## src/hdl/plc_pkg.sv

```systemverilog
// Package for the loop programming and control block.
// Assumes a 25 MHz bus clock and a 32-bit Avalon-MM register port.
package plc_pkg;
  // Register byte addresses
  localparam logic [4:0] ADDR_CTRL = 5'h00;
  localparam logic [4:0] ADDR_BW = 5'h04;
  localparam logic [4:0] ADDR_MUL_HI = 5'h08;
  localparam logic [4:0] ADDR_MUL_LO = 5'h0c;
  localparam logic [4:0] ADDR_VCO_RANGE = 5'h10;
  localparam logic [4:0] ADDR_REF_DIV = 5'h14;
  // Control register fields
  localparam int CTRL_IRQ_EN_BIT = 7;
  localparam int CTRL_IRQ_FLAG_BIT = 6;
  localparam int CTRL_PWR_ON_BIT = 5;
  localparam int CTRL_BCS_BIT = 4;
  // Bandwidth register fields
  localparam int BW_AUTO_BIT = 7;
  localparam int BW_LOCK_BIT = 6;
  // Reset values, and the values that stand in for a zero setting
  localparam logic [11:0] MUL_RESET = 12'h040;
  localparam logic [11:0] MUL_ONE = 12'h001;
  localparam logic [7:0] VCO_RANGE_RESET = 8'h40;
  localparam logic [3:0] REF_DIV_RESET = 4'h1;
  localparam logic [3:0] REF_DIV_ONE = 4'h1;
  // Switch-over hold: six cycles of the bus clock
  localparam logic [2:0] SWITCH_HOLD_CYCLES = 3'h6;
  typedef enum logic [1:0] {PLC_RUN, PLC_WAIT, PLC_STOP} plc_mode_t;
endpackage : plc_pkg

```

## src/hdl/plc_core.sv

```systemverilog
// Register and control logic of a loop clock generator.
// Assumes a synchronous Avalon-MM master, lock and mode inputs synchronous to clk.
//
// The Avalon-MM slave port and the register addresses were left to the implementer.
`timescale 1ns/1ps
module plc_core (
  input wire logic clk,
  input wire logic rst,
  input wire logic [4:0] avs_address,
  input wire logic avs_read,
  input wire logic avs_write,
  input wire logic [31:0] avs_writedata,
  input wire logic [3:0] avs_byteenable,
  output logic [31:0] avs_readdata,
  output logic avs_waitrequest,
  input wire logic lock_in,
  input wire logic stop_req,
  input wire logic wait_req,
  input wire logic break_state,
  input wire logic break_clear_enable,
  input wire logic oscillator_stop_enable,
  output logic loop_enable,
  output logic vco_select,
  output logic clock_hold,
  output logic osc_enable,
  output logic outputs_low,
  output logic clockgen_interrupt_output,
  output logic [11:0] mult_eff,
  output logic [7:0] vco_range_eff,
  output logic [3:0] ref_div_eff
);
  logic irq_en_reg;
  logic irq_flag_reg;
  logic pwr_on_reg;
  logic bcs_reg;
  logic auto_reg;
  logic lock_q_reg;
  logic [11:0] mul_reg;
  logic [7:0] range_reg;
  logic [3:0] div_reg;
  logic [2:0] hold_cnt_reg;
  logic ack_reg;
  plc_pkg::plc_mode_t mode_reg;
  logic access;
  logic wr_lane;
  logic wr_ctrl;
  logic wr_bw;
  logic wr_mul_hi;
  logic wr_mul_lo;
  logic wr_range;
  logic wr_div;
  logic rd_any;
  logic rd_ctrl;
  logic prog_open;
  logic range_zero;
  logic pwr_clear_ok;
  logic bcs_set_ok;
  logic lock_change;
  logic lock_vis;
  logic stopping;
  logic stop_dark;
  logic hold_idle;
  logic hold_last;
  logic [31:0] read_mux;

  // One wait state: request is taken when ack_reg rises
  assign access = (avs_read | avs_write) & ~ack_reg;
  // Only byte lane 0 carries register bits; other lanes alone write nothing
  assign wr_lane = access & avs_write & avs_byteenable[0];
  assign wr_ctrl = wr_lane & (avs_address == plc_pkg::ADDR_CTRL);
  assign wr_bw = wr_lane & (avs_address == plc_pkg::ADDR_BW);
  // programming writes need the loop off
  assign prog_open = ~pwr_on_reg;
  assign wr_mul_hi = wr_lane & prog_open & (avs_address == plc_pkg::ADDR_MUL_HI);
  assign wr_mul_lo = wr_lane & prog_open & (avs_address == plc_pkg::ADDR_MUL_LO);
  assign wr_range = wr_lane & prog_open & (avs_address == plc_pkg::ADDR_VCO_RANGE);
  assign wr_div = wr_lane & prog_open & (avs_address == plc_pkg::ADDR_REF_DIV);
  assign rd_any = access & avs_read;
  assign rd_ctrl = rd_any & (avs_address == plc_pkg::ADDR_CTRL);
  assign range_zero = (range_reg == 8'h00);
  // a select that is set, or being set, pins the loop on
  assign pwr_clear_ok = ~bcs_reg & ~avs_writedata[plc_pkg::CTRL_BCS_BIT];
  // select may only rise with the loop on and a range programmed
  assign bcs_set_ok = pwr_on_reg & ~range_zero & ~stopping;
  assign lock_vis = auto_reg & lock_in;
  assign lock_change = auto_reg & (lock_in != lock_q_reg);
  assign stopping = (mode_reg == plc_pkg::PLC_STOP);
  // stop with the oscillator option clear darkens every output
  assign stop_dark = stopping & ~oscillator_stop_enable;
  assign hold_idle = (hold_cnt_reg == 3'h0);
  assign hold_last = (hold_cnt_reg == 3'h1);

  always_ff @(posedge clk) begin
    if (rst) begin
      ack_reg <= 1'b0;
    end else begin
      ack_reg <= access;
    end
  end

  always_ff @(posedge clk) begin
    if (rst) begin
      avs_waitrequest <= 1'b1;
    end else begin
      avs_waitrequest <= ~access;
    end
  end

  // Mode tracking; wait does nothing to the clock state
  always_ff @(posedge clk) begin
    if (rst) begin
      mode_reg <= plc_pkg::PLC_RUN;
    end else begin
      unique case (mode_reg)
        plc_pkg::PLC_RUN: begin
          if (stop_req) begin
            mode_reg <= plc_pkg::PLC_STOP;
          end else if (wait_req) begin
            mode_reg <= plc_pkg::PLC_WAIT;
          end
        end
        plc_pkg::PLC_WAIT: begin
          if (stop_req) begin
            mode_reg <= plc_pkg::PLC_STOP;
          end else if (!wait_req) begin
            mode_reg <= plc_pkg::PLC_RUN;
          end
        end
        plc_pkg::PLC_STOP: begin
          if (!stop_req) begin
            mode_reg <= plc_pkg::PLC_RUN;
          end
        end
        // Unused code falls back to run
        default: begin
          mode_reg <= plc_pkg::PLC_RUN;
        end
      endcase
    end
  end

  always_ff @(posedge clk) begin
    if (rst) begin
      lock_q_reg <= 1'b0;
    end else begin
      lock_q_reg <= lock_in;
    end
  end

  always_ff @(posedge clk) begin
    if (rst) begin
      auto_reg <= 1'b0;
    end else if (wr_bw) begin
      auto_reg <= avs_writedata[plc_pkg::BW_AUTO_BIT];
    end
  end

  // enable forced clear in manual mode
  always_ff @(posedge clk) begin
    if (rst) begin
      irq_en_reg <= 1'b0;
    end else if (!auto_reg) begin
      irq_en_reg <= 1'b0;
    end else if (wr_ctrl) begin
      irq_en_reg <= avs_writedata[plc_pkg::CTRL_IRQ_EN_BIT];
    end
  end

  // control read clears, set wins over clear
  // no clear in break unless break_clear_enable is set
  always_ff @(posedge clk) begin
    if (rst) begin
      irq_flag_reg <= 1'b0;
    end else if (lock_change) begin
      irq_flag_reg <= 1'b1;
    end else if (rd_ctrl && (!break_state || break_clear_enable)) begin
      irq_flag_reg <= 1'b0;
    end
  end

  // power cannot drop while select is set
  // loop also off in stop with oscillator running
  always_ff @(posedge clk) begin
    if (rst) begin
      pwr_on_reg <= 1'b1;
    end else if (wr_ctrl && (avs_writedata[plc_pkg::CTRL_PWR_ON_BIT] || pwr_clear_ok)) begin
      pwr_on_reg <= avs_writedata[plc_pkg::CTRL_PWR_ON_BIT];
    end
  end

  // select refused while range is zero
  always_ff @(posedge clk) begin
    if (rst) begin
      bcs_reg <= 1'b0;
    end else if (stopping || range_zero) begin
      bcs_reg <= 1'b0;
    end else if (wr_ctrl && (bcs_set_ok || !avs_writedata[plc_pkg::CTRL_BCS_BIT])) begin
      bcs_reg <= avs_writedata[plc_pkg::CTRL_BCS_BIT];
    end
  end

  always_ff @(posedge clk) begin
    if (rst) begin
      mul_reg <= plc_pkg::MUL_RESET;
    end else if (wr_mul_hi) begin
      mul_reg[11:8] <= avs_writedata[3:0];
    end else if (wr_mul_lo) begin
      mul_reg[7:0] <= avs_writedata[7:0];
    end
  end

  always_ff @(posedge clk) begin
    if (rst) begin
      range_reg <= plc_pkg::VCO_RANGE_RESET;
    end else if (wr_range) begin
      range_reg <= avs_writedata[7:0];
    end
  end

  always_ff @(posedge clk) begin
    if (rst) begin
      div_reg <= plc_pkg::REF_DIV_RESET;
    end else if (wr_div) begin
      div_reg <= avs_writedata[3:0];
    end
  end

  always_ff @(posedge clk) begin
    if (rst) begin
      mult_eff <= plc_pkg::MUL_RESET;
    end else begin
      mult_eff <= (mul_reg == 12'h000) ? plc_pkg::MUL_ONE : mul_reg;
    end
  end

  always_ff @(posedge clk) begin
    if (rst) begin
      vco_range_eff <= plc_pkg::VCO_RANGE_RESET;
    end else begin
      vco_range_eff <= range_reg;
    end
  end

  always_ff @(posedge clk) begin
    if (rst) begin
      ref_div_eff <= plc_pkg::REF_DIV_RESET;
    end else begin
      ref_div_eff <= (div_reg == 4'h0) ? plc_pkg::REF_DIV_ONE : div_reg;
    end
  end

  // loop off in stop regardless of oscillator option
  always_ff @(posedge clk) begin
    if (rst) begin
      loop_enable <= 1'b1;
    end else begin
      loop_enable <= pwr_on_reg && !range_zero && !stopping;
    end
  end

  // oscillator runs on in stop when the option allows
  always_ff @(posedge clk) begin
    if (rst) begin
      osc_enable <= 1'b1;
    end else begin
      osc_enable <= !stop_dark;
    end
  end

  // outputs held low only when the oscillator stops too
  always_ff @(posedge clk) begin
    if (rst) begin
      outputs_low <= 1'b0;
    end else begin
      outputs_low <= stop_dark;
    end
  end

  // hold output static while switching source
  always_ff @(posedge clk) begin
    if (rst) begin
      hold_cnt_reg <= 3'h0;
    end else if (bcs_reg != vco_select && hold_idle) begin
      hold_cnt_reg <= plc_pkg::SWITCH_HOLD_CYCLES;
    end else if (!hold_idle) begin
      hold_cnt_reg <= hold_cnt_reg - 3'h1;
    end
  end

  always_ff @(posedge clk) begin
    if (rst) begin
      clock_hold <= 1'b0;
    end else if (bcs_reg != vco_select && hold_idle) begin
      clock_hold <= 1'b1;
    end else if (hold_last) begin
      clock_hold <= 1'b0;
    end
  end

  // Source swaps only at the end of the hold, so the output never sees a runt phase
  always_ff @(posedge clk) begin
    if (rst) begin
      vco_select <= 1'b0;
    end else if (hold_last) begin
      vco_select <= bcs_reg;
    end
  end

  always_ff @(posedge clk) begin
    if (rst) begin
      clockgen_interrupt_output <= 1'b0;
    end else begin
      clockgen_interrupt_output <= auto_reg && irq_en_reg && irq_flag_reg && !stop_dark;
    end
  end

  // flag reads zero in manual mode
  always_comb begin
    read_mux = 32'h0000_0000;
    unique case (avs_address)
      plc_pkg::ADDR_CTRL: read_mux = {24'h00_0000, irq_en_reg, irq_flag_reg & auto_reg, pwr_on_reg, bcs_reg, 4'h0};
      plc_pkg::ADDR_BW: read_mux = {24'h00_0000, auto_reg, lock_vis, 6'h00};
      plc_pkg::ADDR_MUL_HI: read_mux = {28'h000_0000, mul_reg[11:8]};
      plc_pkg::ADDR_MUL_LO: read_mux = {24'h00_0000, mul_reg[7:0]};
      plc_pkg::ADDR_VCO_RANGE: read_mux = {24'h00_0000, range_reg};
      plc_pkg::ADDR_REF_DIV: read_mux = {28'h000_0000, div_reg};
      default: read_mux = 32'h0000_0000;
    endcase
  end

  // Read data is latched at the accepting edge and stands until the next read
  always_ff @(posedge clk) begin
    if (rst) begin
      avs_readdata <= 32'h0000_0000;
    end else if (rd_any) begin
      avs_readdata <= read_mux;
    end
  end
endmodule : plc_core

```

## config.mk

```make
export PLATFORM = sky130hd
export DESIGN_NAME = plc_core
export DESIGN_NICKNAME = d
export VERILOG_FILES = /design/src/hdl/plc_pkg.sv /design/src/hdl/plc_core.sv
export SDC_FILE = /design/constraint.sdc
export NUM_CORES = 1
export LEC_CHECK = 0
export BUFFER_PORTS_ARGS = -buffer_cell sky130_fd_sc_hd__buf_2
export CORE_ASPECT_RATIO = 1.75
export CORE_MARGIN = 4
export CORE_UTILIZATION = 44
export DETAILED_ROUTE_END_ITERATION = 7
export PLACE_DENSITY = 0.82
export SYNTH_ARGS = -nofsm -noshare
export SYNTH_HDL_FRONTEND = slang
export SYNTH_SLANG_ARGS = --single-unit
export TNS_END_PERCENT = 20
```

## constraint.sdc

```tcl
create_clock -name clk -period 2 [get_ports clk]
set_clock_uncertainty 0.1 [all_clocks]
set_input_delay 0.3 -clock clk [delete_from_list [all_inputs] [get_ports clk]]
set_output_delay 0.3 -clock clk [all_outputs]
set_load 0.01 [all_outputs]
```

Yosys cells after proc, flatten, opt, wreduce, memory -nomap -nowiden
Cells that the tools add are included.
W data, S select, Z words.

storage, ports and cells
  bits in registers = 99
  output and inout port bits = 63
  logic and storage cells = 118

cells by class
  $add $sub $neg = 1
  equality and inequality tests = 14
  mux-type cells = 14
  bitwise logic cells = 30
  reduce and logical (&&, ||, !) cells = 33

operator list
  cell                  count
  $pmux W8 S6           1
  $and A1 B1 Y1         19
  $logic_not A12 Y1     1
  $eq A5 B4 Y1 const B  2
  $eq A5 B5 Y1 const B  2
  $mux W2               5
  $not A1 Y1            10
  $reduce_or A2 Y1      5
  $logic_and A1 B1 Y1   9
  $logic_not A8 Y1      1
  $mux W7               1
  $mux W3               2
  $ne A3 B3 Y1 const B  2
  $pmux W2 S3           1
  $eq A5 B3 Y1 const B  1
  $logic_not A1 Y1      5
  $logic_not A5 Y1      1
  $logic_not A4 Y1      1
  $logic_or A1 B1 Y1    4
  $mux W1               4
  $reduce_bool A2 Y1    2
  $eq A3 B1 Y1 const B  1
  $logic_not A3 Y1      1
  $reduce_and A3 Y1     1
  9 further kinds       10

Longest topological paths before layout
Gate-level depths: netlist of run 1.

  depth after elaboration = 8
  depth in mapped cells = 7

Worst setup path before layout of run 1
Ideal clock, no wire load.

  path type = input port to flip-flop
  from = input port avs_address[3]
  to = register range_reg[6]
  setup time = 120 ps
  data arrival time = 1728 ps
  data required time = 1780 ps
  setup slack = 52 ps
  cell stages on the path = 6
  path buffers = 2
  cell sequence = buf_4 > or4b_1 > buf_2 > nor3_4 > nor2b_1 > a211o_1

between the ends
  cells in the longest elaborated chain, start to end = 2

RTL lines
  what                  line             text
  from (decl)           plc_core.sv:9    input wire logic [4:0] avs_address,
  $eq A5 B5 Y1          plc_core.sv:76   assign wr_range = wr_lane & prog_open & (avs_address == plc_pkg::ADDR_VCO_RANGE);
  $and A1 B1 Y1         plc_core.sv:76
  to (signal assigned)  plc_core.sv:214  range_reg <= plc_pkg::VCO_RANGE_RESET;
  to (signal assigned)  plc_core.sv:216  range_reg <= avs_writedata[7:0];
  to (decl)             plc_core.sv:39   logic [7:0] range_reg;

No other way between the ends.
A chain may end at the register's enable or synchronous reset.

Worst setup path in the final report of run 1
  from = register pwr_on_reg
  to = register range_reg[7]

between the ends
  cells in the longest elaborated chain, start to end = 3

RTL lines
  what                         line             text
  from (decl)                  plc_core.sv:34   logic pwr_on_reg;
  from (signal assigned)       plc_core.sv:187  pwr_on_reg <= avs_writedata[plc_pkg::CTRL_PWR_ON_BIT];
  $not A1 Y1                   plc_core.sv:73   assign prog_open = ~pwr_on_reg;
  $and A1 B1 Y1 (2 in series)  plc_core.sv:76

No other way between the ends.

==> flow_summary.json, run 1 <==
{
  "yosys.area_share.simple_pct": 19.9,
  "drive_above_1_share_pct": 25.3,
  "fp.dieArea_mm2": 0.00842,
  "yosysWarnings": 0,
  "seqPwrFrac_pct": 43.2,
  "core_area_mm2": 0.00681,
  "synth_edf_count": 0,
  "synthXorXnorAreaFrac_pct": 0.571,
  "pre_cts_slack_ns": -0.0174,
  "whs_endpoint": "mode_reg[0]",
  "tightestPinTransition_ns": 0.601,
  "clk_pin_slew_ns": 0.06,
  "n_antenna_cell": 0,
  "rr_worst_depth": 6,
  "vdd_drop_max_v": 0.000478,
  "ctsRootBufferMaster": "clkbuf_16",
  "ys_types": 42,
  "required_ns": 2.10,
  "htree_levels": 3,
  "die_y_um": 118,
  "leakage_nw": 1.73,
  "final_common_cell": "dfxtp_1",
  "grt_antenna_before_repair": 0,
  "combPwrFrac_pct": 9.7,
  "slew_headroom_pct": 59.9,
  "r2r-start": "pwr_on_reg",
  "layout_common_cells": "75 x dfxtp_1, 62 x buf_2, 39 x nor2_1",
  "synth_compound_area_share_pct": 9.79,
  "worstHoldStart": "stop_req",
  "worstSetupEndpointType": "flip-flop",
  "first_pass_iters": 4,
  "synthesis.area_mm2": 0.00307,
  "power_density_mw_per_mm2": 957,
  "syn_inst": 315,
  "cts_tree": "done",
  "fin_tns_setup_ns": 0,
  "rsz0062_at_grt": "true",
  "max_freq_mhz": 522,
  "clock_path_buffers": 2,
  "numPortBuffers": 62,
  "synth_mux_area_share_pct": 10.1,
  "wl_per_cell_um": 14.4,
  "die_x_um": 71.1,
  "drt_iter0_markers": 118,
  "yosysTopAreaCell": "dfxtp_1",
  "swShare_pct": 22.7,
  "arrival_ns": 2.02,
  "power_frac_clock_pct": 47.1,
  "synthArstFlopShare_pct": 0,
  "fin_area_mm2": 0.00379,
  "ys_ff_latch": 75,
  "synth_top_area_share_pct": 48.9,
  "grt_pass1_vias": 2350,
  "hold_buffers": 0,
  "cts_made_buffers": 9,
  "synthAdderAreaFrac_pct": 1.22,
  "r2r-end": "range_reg[7]",
  "drc": 0,
  "grt_use_total_pct": 16.7,
  "path_max_fanout": 4,
  "internal_power_mw": 2.80,
  "synth_top_family_by_area": "simple AND/OR/NAND/NOR gates",
  "avgViaCountPerCell": 5.05,
  "place_inst": 463,
  "place_area_mm2": 0.00346,
  "maxCapViolations": 0,
  "final_core_util_pct": 55.6,
  "drv_slew": 0,
  "fp-row-count": 40,
  "pin_count": 114,
  "fin_ws_ns": 0.0830,
  "fin_cells": 479,
  "initial_core_util_pct": 45.1,
  "period_needed_ns": 1.92,
  "hold_violations": 0,
  "gp_congestion": 0.965,
  "vias": 2420,
  "synthTopCellsByArea": "dfxtp_1 49%, mux2i_1 10%, buf_4 6.4%, nor2b_1 5.1%, nor2_1 4.8%",
  "finalHoldWorstSlack_ns": 0.0451,
  "holdPathStages": 2,
  "period_share_pct": 95.9,
  "r2r_setup_slack_ns": 0.08,
  "ys_seq_area_share_pct": 48.9,
  "clk_latency_ns": 0.33,
  "startpoint_type": "flip-flop",
  "post_cts_buffers": 0,
  "fin_nets": 444,
  "synth-main-ff-cell": "dfxtp_1",
  "critPathKind": "flip-flop to flip-flop",
  "setup_violations": 0,
  "power_mw": 3.62,
  "wl_um": 6890,
  "hold_path.class": "input pin to flip-flop",
  "area_growth_syn_to_layout_pct": 23.4,
  "overflow": 0,
  "synth.avg_cell_area_um2": 9.74,
  "hpwl_um": 5210,
  "cts.sinks": 75,
  "grt_max_degree": 38,
  "outcome": "complete, no violations",
  "antenna_left": 0,
  "switching_power_mw": 0.823,
  "grt_pass1_wl_um": 10900
}
critical path, cell delays in order, from the launching register on:
cell and delay, ns:
dfxtp_1 0.31, or4bb_4 0.56, buf_4 0.16, nor3_4 0.22, buf_4 0.18, mux2i_1 0.19, nor2_1 0.05
synth_stat cells (2+ instances only):
cell type	count
nand3b_1	3
inv_1	8
buf_4	26
dfxtp_1	75
a211oi_1	4
nand3_1	2
a211o_1	2
mux2i_1	31
xor2_1	2
or4b_1	2
a221oi_1	3
o31ai_1	2
nand2_1	15
and3_1	2
nor4_1	5
a22oi_1	2
or3_1	2
nand2b_1	5
nor2_1	39
o22ai_1	5
nor3_1	6
o21ai_0	2
buf_2	3
nor4b_1	2
a32oi_1	5
clkbuf_1	8
ha_1	3
a22o_1	6
a21oi_1	7
nor2b_1	25
or2_2	2
cell families (layout without fill, tap and decap cells):
| kind of cell | Yosys count | in the layout |
|---|---|---|
| multiplexers | 31 | 31 |
| buffers and inverters | 47 | 104 |
| flip-flops | 75 | 75 |
| XOR/XNOR | 2 | 2 |
| other | 1 | 24 |
| AO/OA/AOI/OAI | 41 | 41 |
| AND/OR/NAND/NOR | 115 | 115 |
| adder cells (fa/ha/maj) | 3 | 3 |
power groups by stage:
stage / combinational, mW / clock (mW) / sequential, mW
after floorplan: 0.279 / 0 / 1.59
after global placement: 0.325 / 0 / 1.59
after detailed placement: 0.344 / 0 / 1.60
after CTS: 0.348 / 1.74 / 1.56
after global routing: 0.398 / 1.80 / 1.57
final: 0.350 / 1.71 / 1.56
how the worst max path moves through the flow:
stage | startpoint | endpoint | cells past startpoint
4_1_cts | pwr_on_reg | range_reg[7] | 6
3_3_place_gp | avs_byteenable[0] | range_reg[4] | 7
3_5_place_dp | avs_byteenable[0] | range_reg[4] | 7
6_report | pwr_on_reg | range_reg[7] | 6
5_1_grt | pwr_on_reg | range_reg[7] | 6
2_1_floorplan | avs_address[3] | range_reg[6] | 6
metal layers:
| metal | global-route usage (%) | vias up | share of wire [%] |
|---|---|---|---|
| met5 | 0 | - | 0 |
| met4 | 10.9 | 0 | 4.9 |
| met3 | 4.00 | 24 | 5.8 |
| met2 | 29.8 | 83 | 54 |
| met1 | 16.5 | 1119 | 36 |
| li1 | - | 1194 | - |
cell type report:
class | instances | area, um^2
Clock buffer | 12 | 246
Clock inverter | 4 | 73.8
Inverter | 8 | 30.0
Tap cell | 84 | 105
Sequential cell | 75 | 1500
Timing Repair Buffer | 80 | 458
Fill cell | 638 | 3020
Multi-Input combinational cell | 216 | 1370
repair_timing:
item	CTS	global route
endpoints found under the setup margin	0	6
resized for setup	0	1
hold endpoints to repair	0	0
(Power assumes the default switching activity.)
==> run 2: changes to the inputs <==
Settings changed: PLACE_DENSITY 0.82 to 0.71, REMOVE_ABC_BUFFERS set to 1.
==> flow_summary.json, run 2 (synthesized netlist as in run 1, its figures left out) <==
{
  "required_ns": 2.13,
  "cts_resized": 1,
  "crit_family": "simple AND/OR/NAND/NOR gates",
  "core_area_mm2": 0.00681,
  "worstSetupEndpointType": "flip-flop",
  "hold_path.class": "input pin to flip-flop",
  "clk_pin_slew_ns": 0.06,
  "path_buf_inv": 0,
  "hold_violations": 0,
  "power_density_mw_per_mm2": 972,
  "fp-row-count": 40,
  "hold_buffers": 0,
  "drt_iter0_markers": 157,
  "cts.sinks": 75,
  "drv_slew": 0,
  "grt_antenna_before_repair": 0,
  "vdd_drop_max_v": 0.000556,
  "drc": 0,
  "fin_ws_ns": 0.0611,
  "first_pass_iters": 4,
  "antenna_left": 0,
  "startpoint_type": "flip-flop",
  "initial_core_util_pct": 45.1,
  "worstHoldStart": "stop_req",
  "maxCapViolations": 0,
  "period_needed_ns": 1.94,
  "wl_per_cell_um": 14.6,
  "drive_above_1_share_pct": 25.8,
  "fin_nets": 444,
  "max_freq_mhz": 516,
  "overflow": 0,
  "area_growth_syn_to_layout_pct": 23.5,
  "arrival_ns": 2.07,
  "gp_congestion": 0.905,
  "path_cells": "or4bb_4 > or3_4 > a211o_1",
  "r2r-start": "pwr_on_reg",
  "wl_um": 7010,
  "die_x_um": 71.1,
  "htree_levels": 3,
  "setup_violations": 0,
  "path_max_fanout": 9,
  "pre_cts_slack_ns": -0.0407,
  "vias": 2434,
  "leakage_nw": 1.73,
  "nFillCells": 656,
  "rsz0062_at_grt": "false",
  "cts_made_buffers": 9,
  "period_share_pct": 96.9,
  "clock_path_buffers": 2,
  "fp.dieArea_mm2": 0.00842,
  "grt_use_total_pct": 17.3,
  "hpwl_um": 5290,
  "clk_latency_ns": 0.34,
  "outcome": "complete, no violations",
  "grt_pass1_wl_um": 11100,
  "layout_common_cells": "75 x dfxtp_1, 62 x buf_2, 39 x nor2_1",
  "post_cts_buffers": 0,
  "pin_count": 114,
  "finalHoldWorstSlack_ns": 0.0458,
  "cp_slowest_cell": "or4bb_4",
  "ctsRootBufferMaster": "clkbuf_16",
  "critPathKind": "flip-flop to flip-flop",
  "grt_max_degree": 27,
  "cp_slowest_stage_delay_ns": 0.59,
  "grt_pass1_vias": 2340,
  "numPortBuffers": 62,
  "die_y_um": 118,
  "avgViaCountPerCell": 5.08,
  "final_common_cell": "dfxtp_1",
  "crit_start": "pwr_on_reg",
  "cts_tree": "done",
  "n_antenna_cell": 0
}
-- run 2: cell count changes in the layout (fill, tap and decap cells not counted) --
cell / previous run / this run
clkinvlp_4: 0 / 1
clkbuf_8: 1 / 2
clkinv_4: 1 / 0
buf_12: 1 / 0
buf_4: 17 / 18
or3_4: 0 / 1
clkbuf_1: 2 / 1
or3_1: 2 / 1
-- run 2: worst paths after layout --
check	to	slack [ns]	depth (start not counted)
min	mode_reg[0]	0.05	2
max	mul_reg[6]	0.06	3
min reg2reg	mode_reg[1]	0.33	1
max reg2reg	mul_reg[6]	0.06	3
-- run 2: area by class of cell --
cell class	count	area, um^2	share of cell area, %
well taps	84	105	2.78
repair buffers	80	445	11.8
inverters	8	30.0	0.793
clock inverters	4	72.6	1.92
flip-flops and latches	75	1500	39.6
clock buffers	12	256	6.77
multi-input cells	216	1380	36.3
-- run 2: routing by layer --
metal / part of all wire [%] / global-route usage, % / vias to the layer above
li1: - / - / 1187
met2: 49 / 28.7 / 107
met3: 7.3 / 5.62 / 33
met1: 37 / 17.6 / 1107
met5: 0 / 0 / -
met4: 6.1 / 12.5 / 0
-- run 2: worst reg2reg max path, cell delays in order (launching register included) --
cell     delay, ns
dfxtp_1       0.34
or4bb_4       0.59
or3_4         0.48
a211o_1       0.32
-- run 2: stage by stage --
stage / util [%] / TNS, ns / cell area, um^2 / power, mW / std cells
2_1_floorplan: - / -0.00344 / 2900 / 1.81 / 299
3_3_place_gp: 50.8 / 0 / 3460 / 1.92 / 464
3_5_place_dp: 50.8 / -0.194 / 3460 / 1.94 / 464
4_1_cts: 55.7 / 0 / 3790 / 3.70 / 480
5_1_grt: 55.6 / 0 / 3790 / 3.81 / 479
6_report: 55.6 / 0 / 3790 / 3.68 / 479
-- run 2: where the power goes --
part           total [mW]  switching, mW  leakage, nW  internal [mW]
logic               0.349          0.209        0.964          0.140
registers            1.56         0.0308        0.607           1.53
clock network        1.77          0.610        0.159           1.16
total                3.68          0.850         1.73           2.83
==> run 3: changes to the inputs <==
Settings changed: CELL_PAD_IN_SITES_DETAIL_PLACEMENT set to 1, CELL_PAD_IN_SITES_GLOBAL_PLACEMENT set to 2, CORE_UTILIZATION 44 to 26, PLACE_DENSITY 0.71 to 0.72.
==> flow_summary.json, run 3 (synthesized netlist as in run 1, its figures left out) <==
{
  "required_ns": 2.11,
  "cts_made_buffers": 9,
  "overflow": 0,
  "layout_common_cells": "75 x dfxtp_1, 62 x buf_2, 39 x nor2_1",
  "cts.sinks": 75,
  "vdd_drop_max_v": 0.000376,
  "grt_use_total_pct": 12.4,
  "grt-busiest-layer": "met2",
  "drv_slew": 0,
  "period_share_pct": 94.4,
  "cts_tree": "done",
  "grt_antenna_before_repair": 0,
  "vias": 2440,
  "wl_um": 8190,
  "hpwl_um": 6350,
  "antenna_left": 0,
  "n_antenna_cell": 0,
  "numPortBuffers": 62,
  "post_cts_buffers": 0,
  "pin_count": 114,
  "hold_violations": 0,
  "ctsRootBufferMaster": "clkbuf_16",
  "gp_congestion": 0.800,
  "drc": 0,
  "core_area_mm2": 0.0116,
  "met2_usage_pct": 22.7,
  "first_pass_iters": 4,
  "htree_levels": 3,
  "hold_path.class": "input pin to flip-flop",
  "cp_slowest_cell": "or4bb_4",
  "leakage_nw": 1.76,
  "rsz0062_at_grt": "false",
  "fin_cells": 535,
  "met3_usage_pct": 4.50,
  "drive_above_1_share_pct": 27.0,
  "crit_family": "simple AND/OR/NAND/NOR gates",
  "fp-row-count": 52,
  "grt_max_degree": 26,
  "path_max_fanout": 4,
  "avgViaCountPerCell": 4.56,
  "fp.dieArea_mm2": 0.0137,
  "initial_core_util_pct": 26.5,
  "cp_slowest_stage_delay_ns": 0.57,
  "arrival_ns": 2.00,
  "maxCapViolations": 0,
  "worstSetupEndpointType": "flip-flop",
  "place_inst": 519,
  "period_needed_ns": 1.89,
  "max_freq_mhz": 529,
  "critPathKind": "flip-flop to flip-flop",
  "clock_path_buffers": 2,
  "use_met1_pct": 12.8,
  "outcome": "complete, no violations",
  "die_y_um": 152,
  "grt_pass1_wl_um": 13100,
  "wl_per_cell_um": 15.3,
  "startpoint_type": "flip-flop",
  "die_x_um": 90.1,
  "crit_top_cell": "buf_4",
  "grt_pass1_vias": 2590,
  "area_growth_syn_to_layout_pct": 27.2,
  "final_common_cell": "dfxtp_1",
  "power_mw": 3.78,
  "drt_iter0_markers": 55,
  "power_density_mw_per_mm2": 968,
  "clk_latency_ns": 0.33,
  "path_cells": "or4bb_4 > buf_4 > nor3_4 > buf_4 > mux2i_1 > nor2_1",
  "setup_violations": 0,
  "clk_pin_slew_ns": 0.06,
  "fin_nets": 449,
  "path_buf_inv": 2
}
==> run 3: metrics by stage <==
stage | setup TNS [ns] | area (um^2) | setup WS [ns] | hold slack [ns] | util [%]
floorplan | -0.00344 | 2900 | -0.00344 | 0.269 | -
global placement | 0 | 3550 | 0.00477 | 0.310 | 30.7
detailed placement | -0.0896 | 3550 | -0.0268 | 0.329 | 30.7
CTS | 0 | 3890 | 0.0145 | 0.0242 | 33.6
global route | 0 | 3900 | 0.00506 | 0.0421 | 33.7
finish | 0 | 3900 | 0.111 | 0.0393 | 33.7
==> run 3: final timing paths <==
path,endpoint,start,depth (start not counted),slack (ns)
setup / recovery,range_reg[4],pwr_on_reg,6,0.11
hold / removal,mode_reg[0],stop_req,2,0.04
setup reg to reg,range_reg[4],pwr_on_reg,6,0.11
hold reg to reg,mode_reg[1],mode_reg[0],1,0.34
==> run 3: area by class of cell <==
type,instances,area [um^2]
well taps,135,169
repair buffers,85,483
flip-flops and latches,75,1500
clock inverters,7,116
multi-input cells,216,1380
inverters,8,30.0
fillers,1373,7680
clock buffers,9,225
==> run 3: power breakdown <==
part / switching (mW) / internal [mW]
Combinational: 0.211 / 0.142
Clock: 0.642 / 1.22
Sequential: 0.0321 / 1.53
==> run 3: worst register-to-register path: cells and delay by family (launching register included) <==
kind,cells,cell delay (ns)
DFF,1,0.32
muxes,1,0.18
buffers and inverters,2,0.34
and+or+nand+nor,3,0.82
==> run 3: what timing repair did <==
item / CTS / global route
setup endpoints to repair: 0 / 13
hold buffers: 0 / 0
resized for setup: 0 / 2
==> run 3: layer usage <==
| layer | routed length (um) | part of all wire [%] |
|---|---|---|
| met2 | 4300 | 53 |
| met5 | 0 | 0 |
| met1 | 3260 | 40 |
| met4 | 171 | 2.1 |
| met3 | 457 | 5.6 |
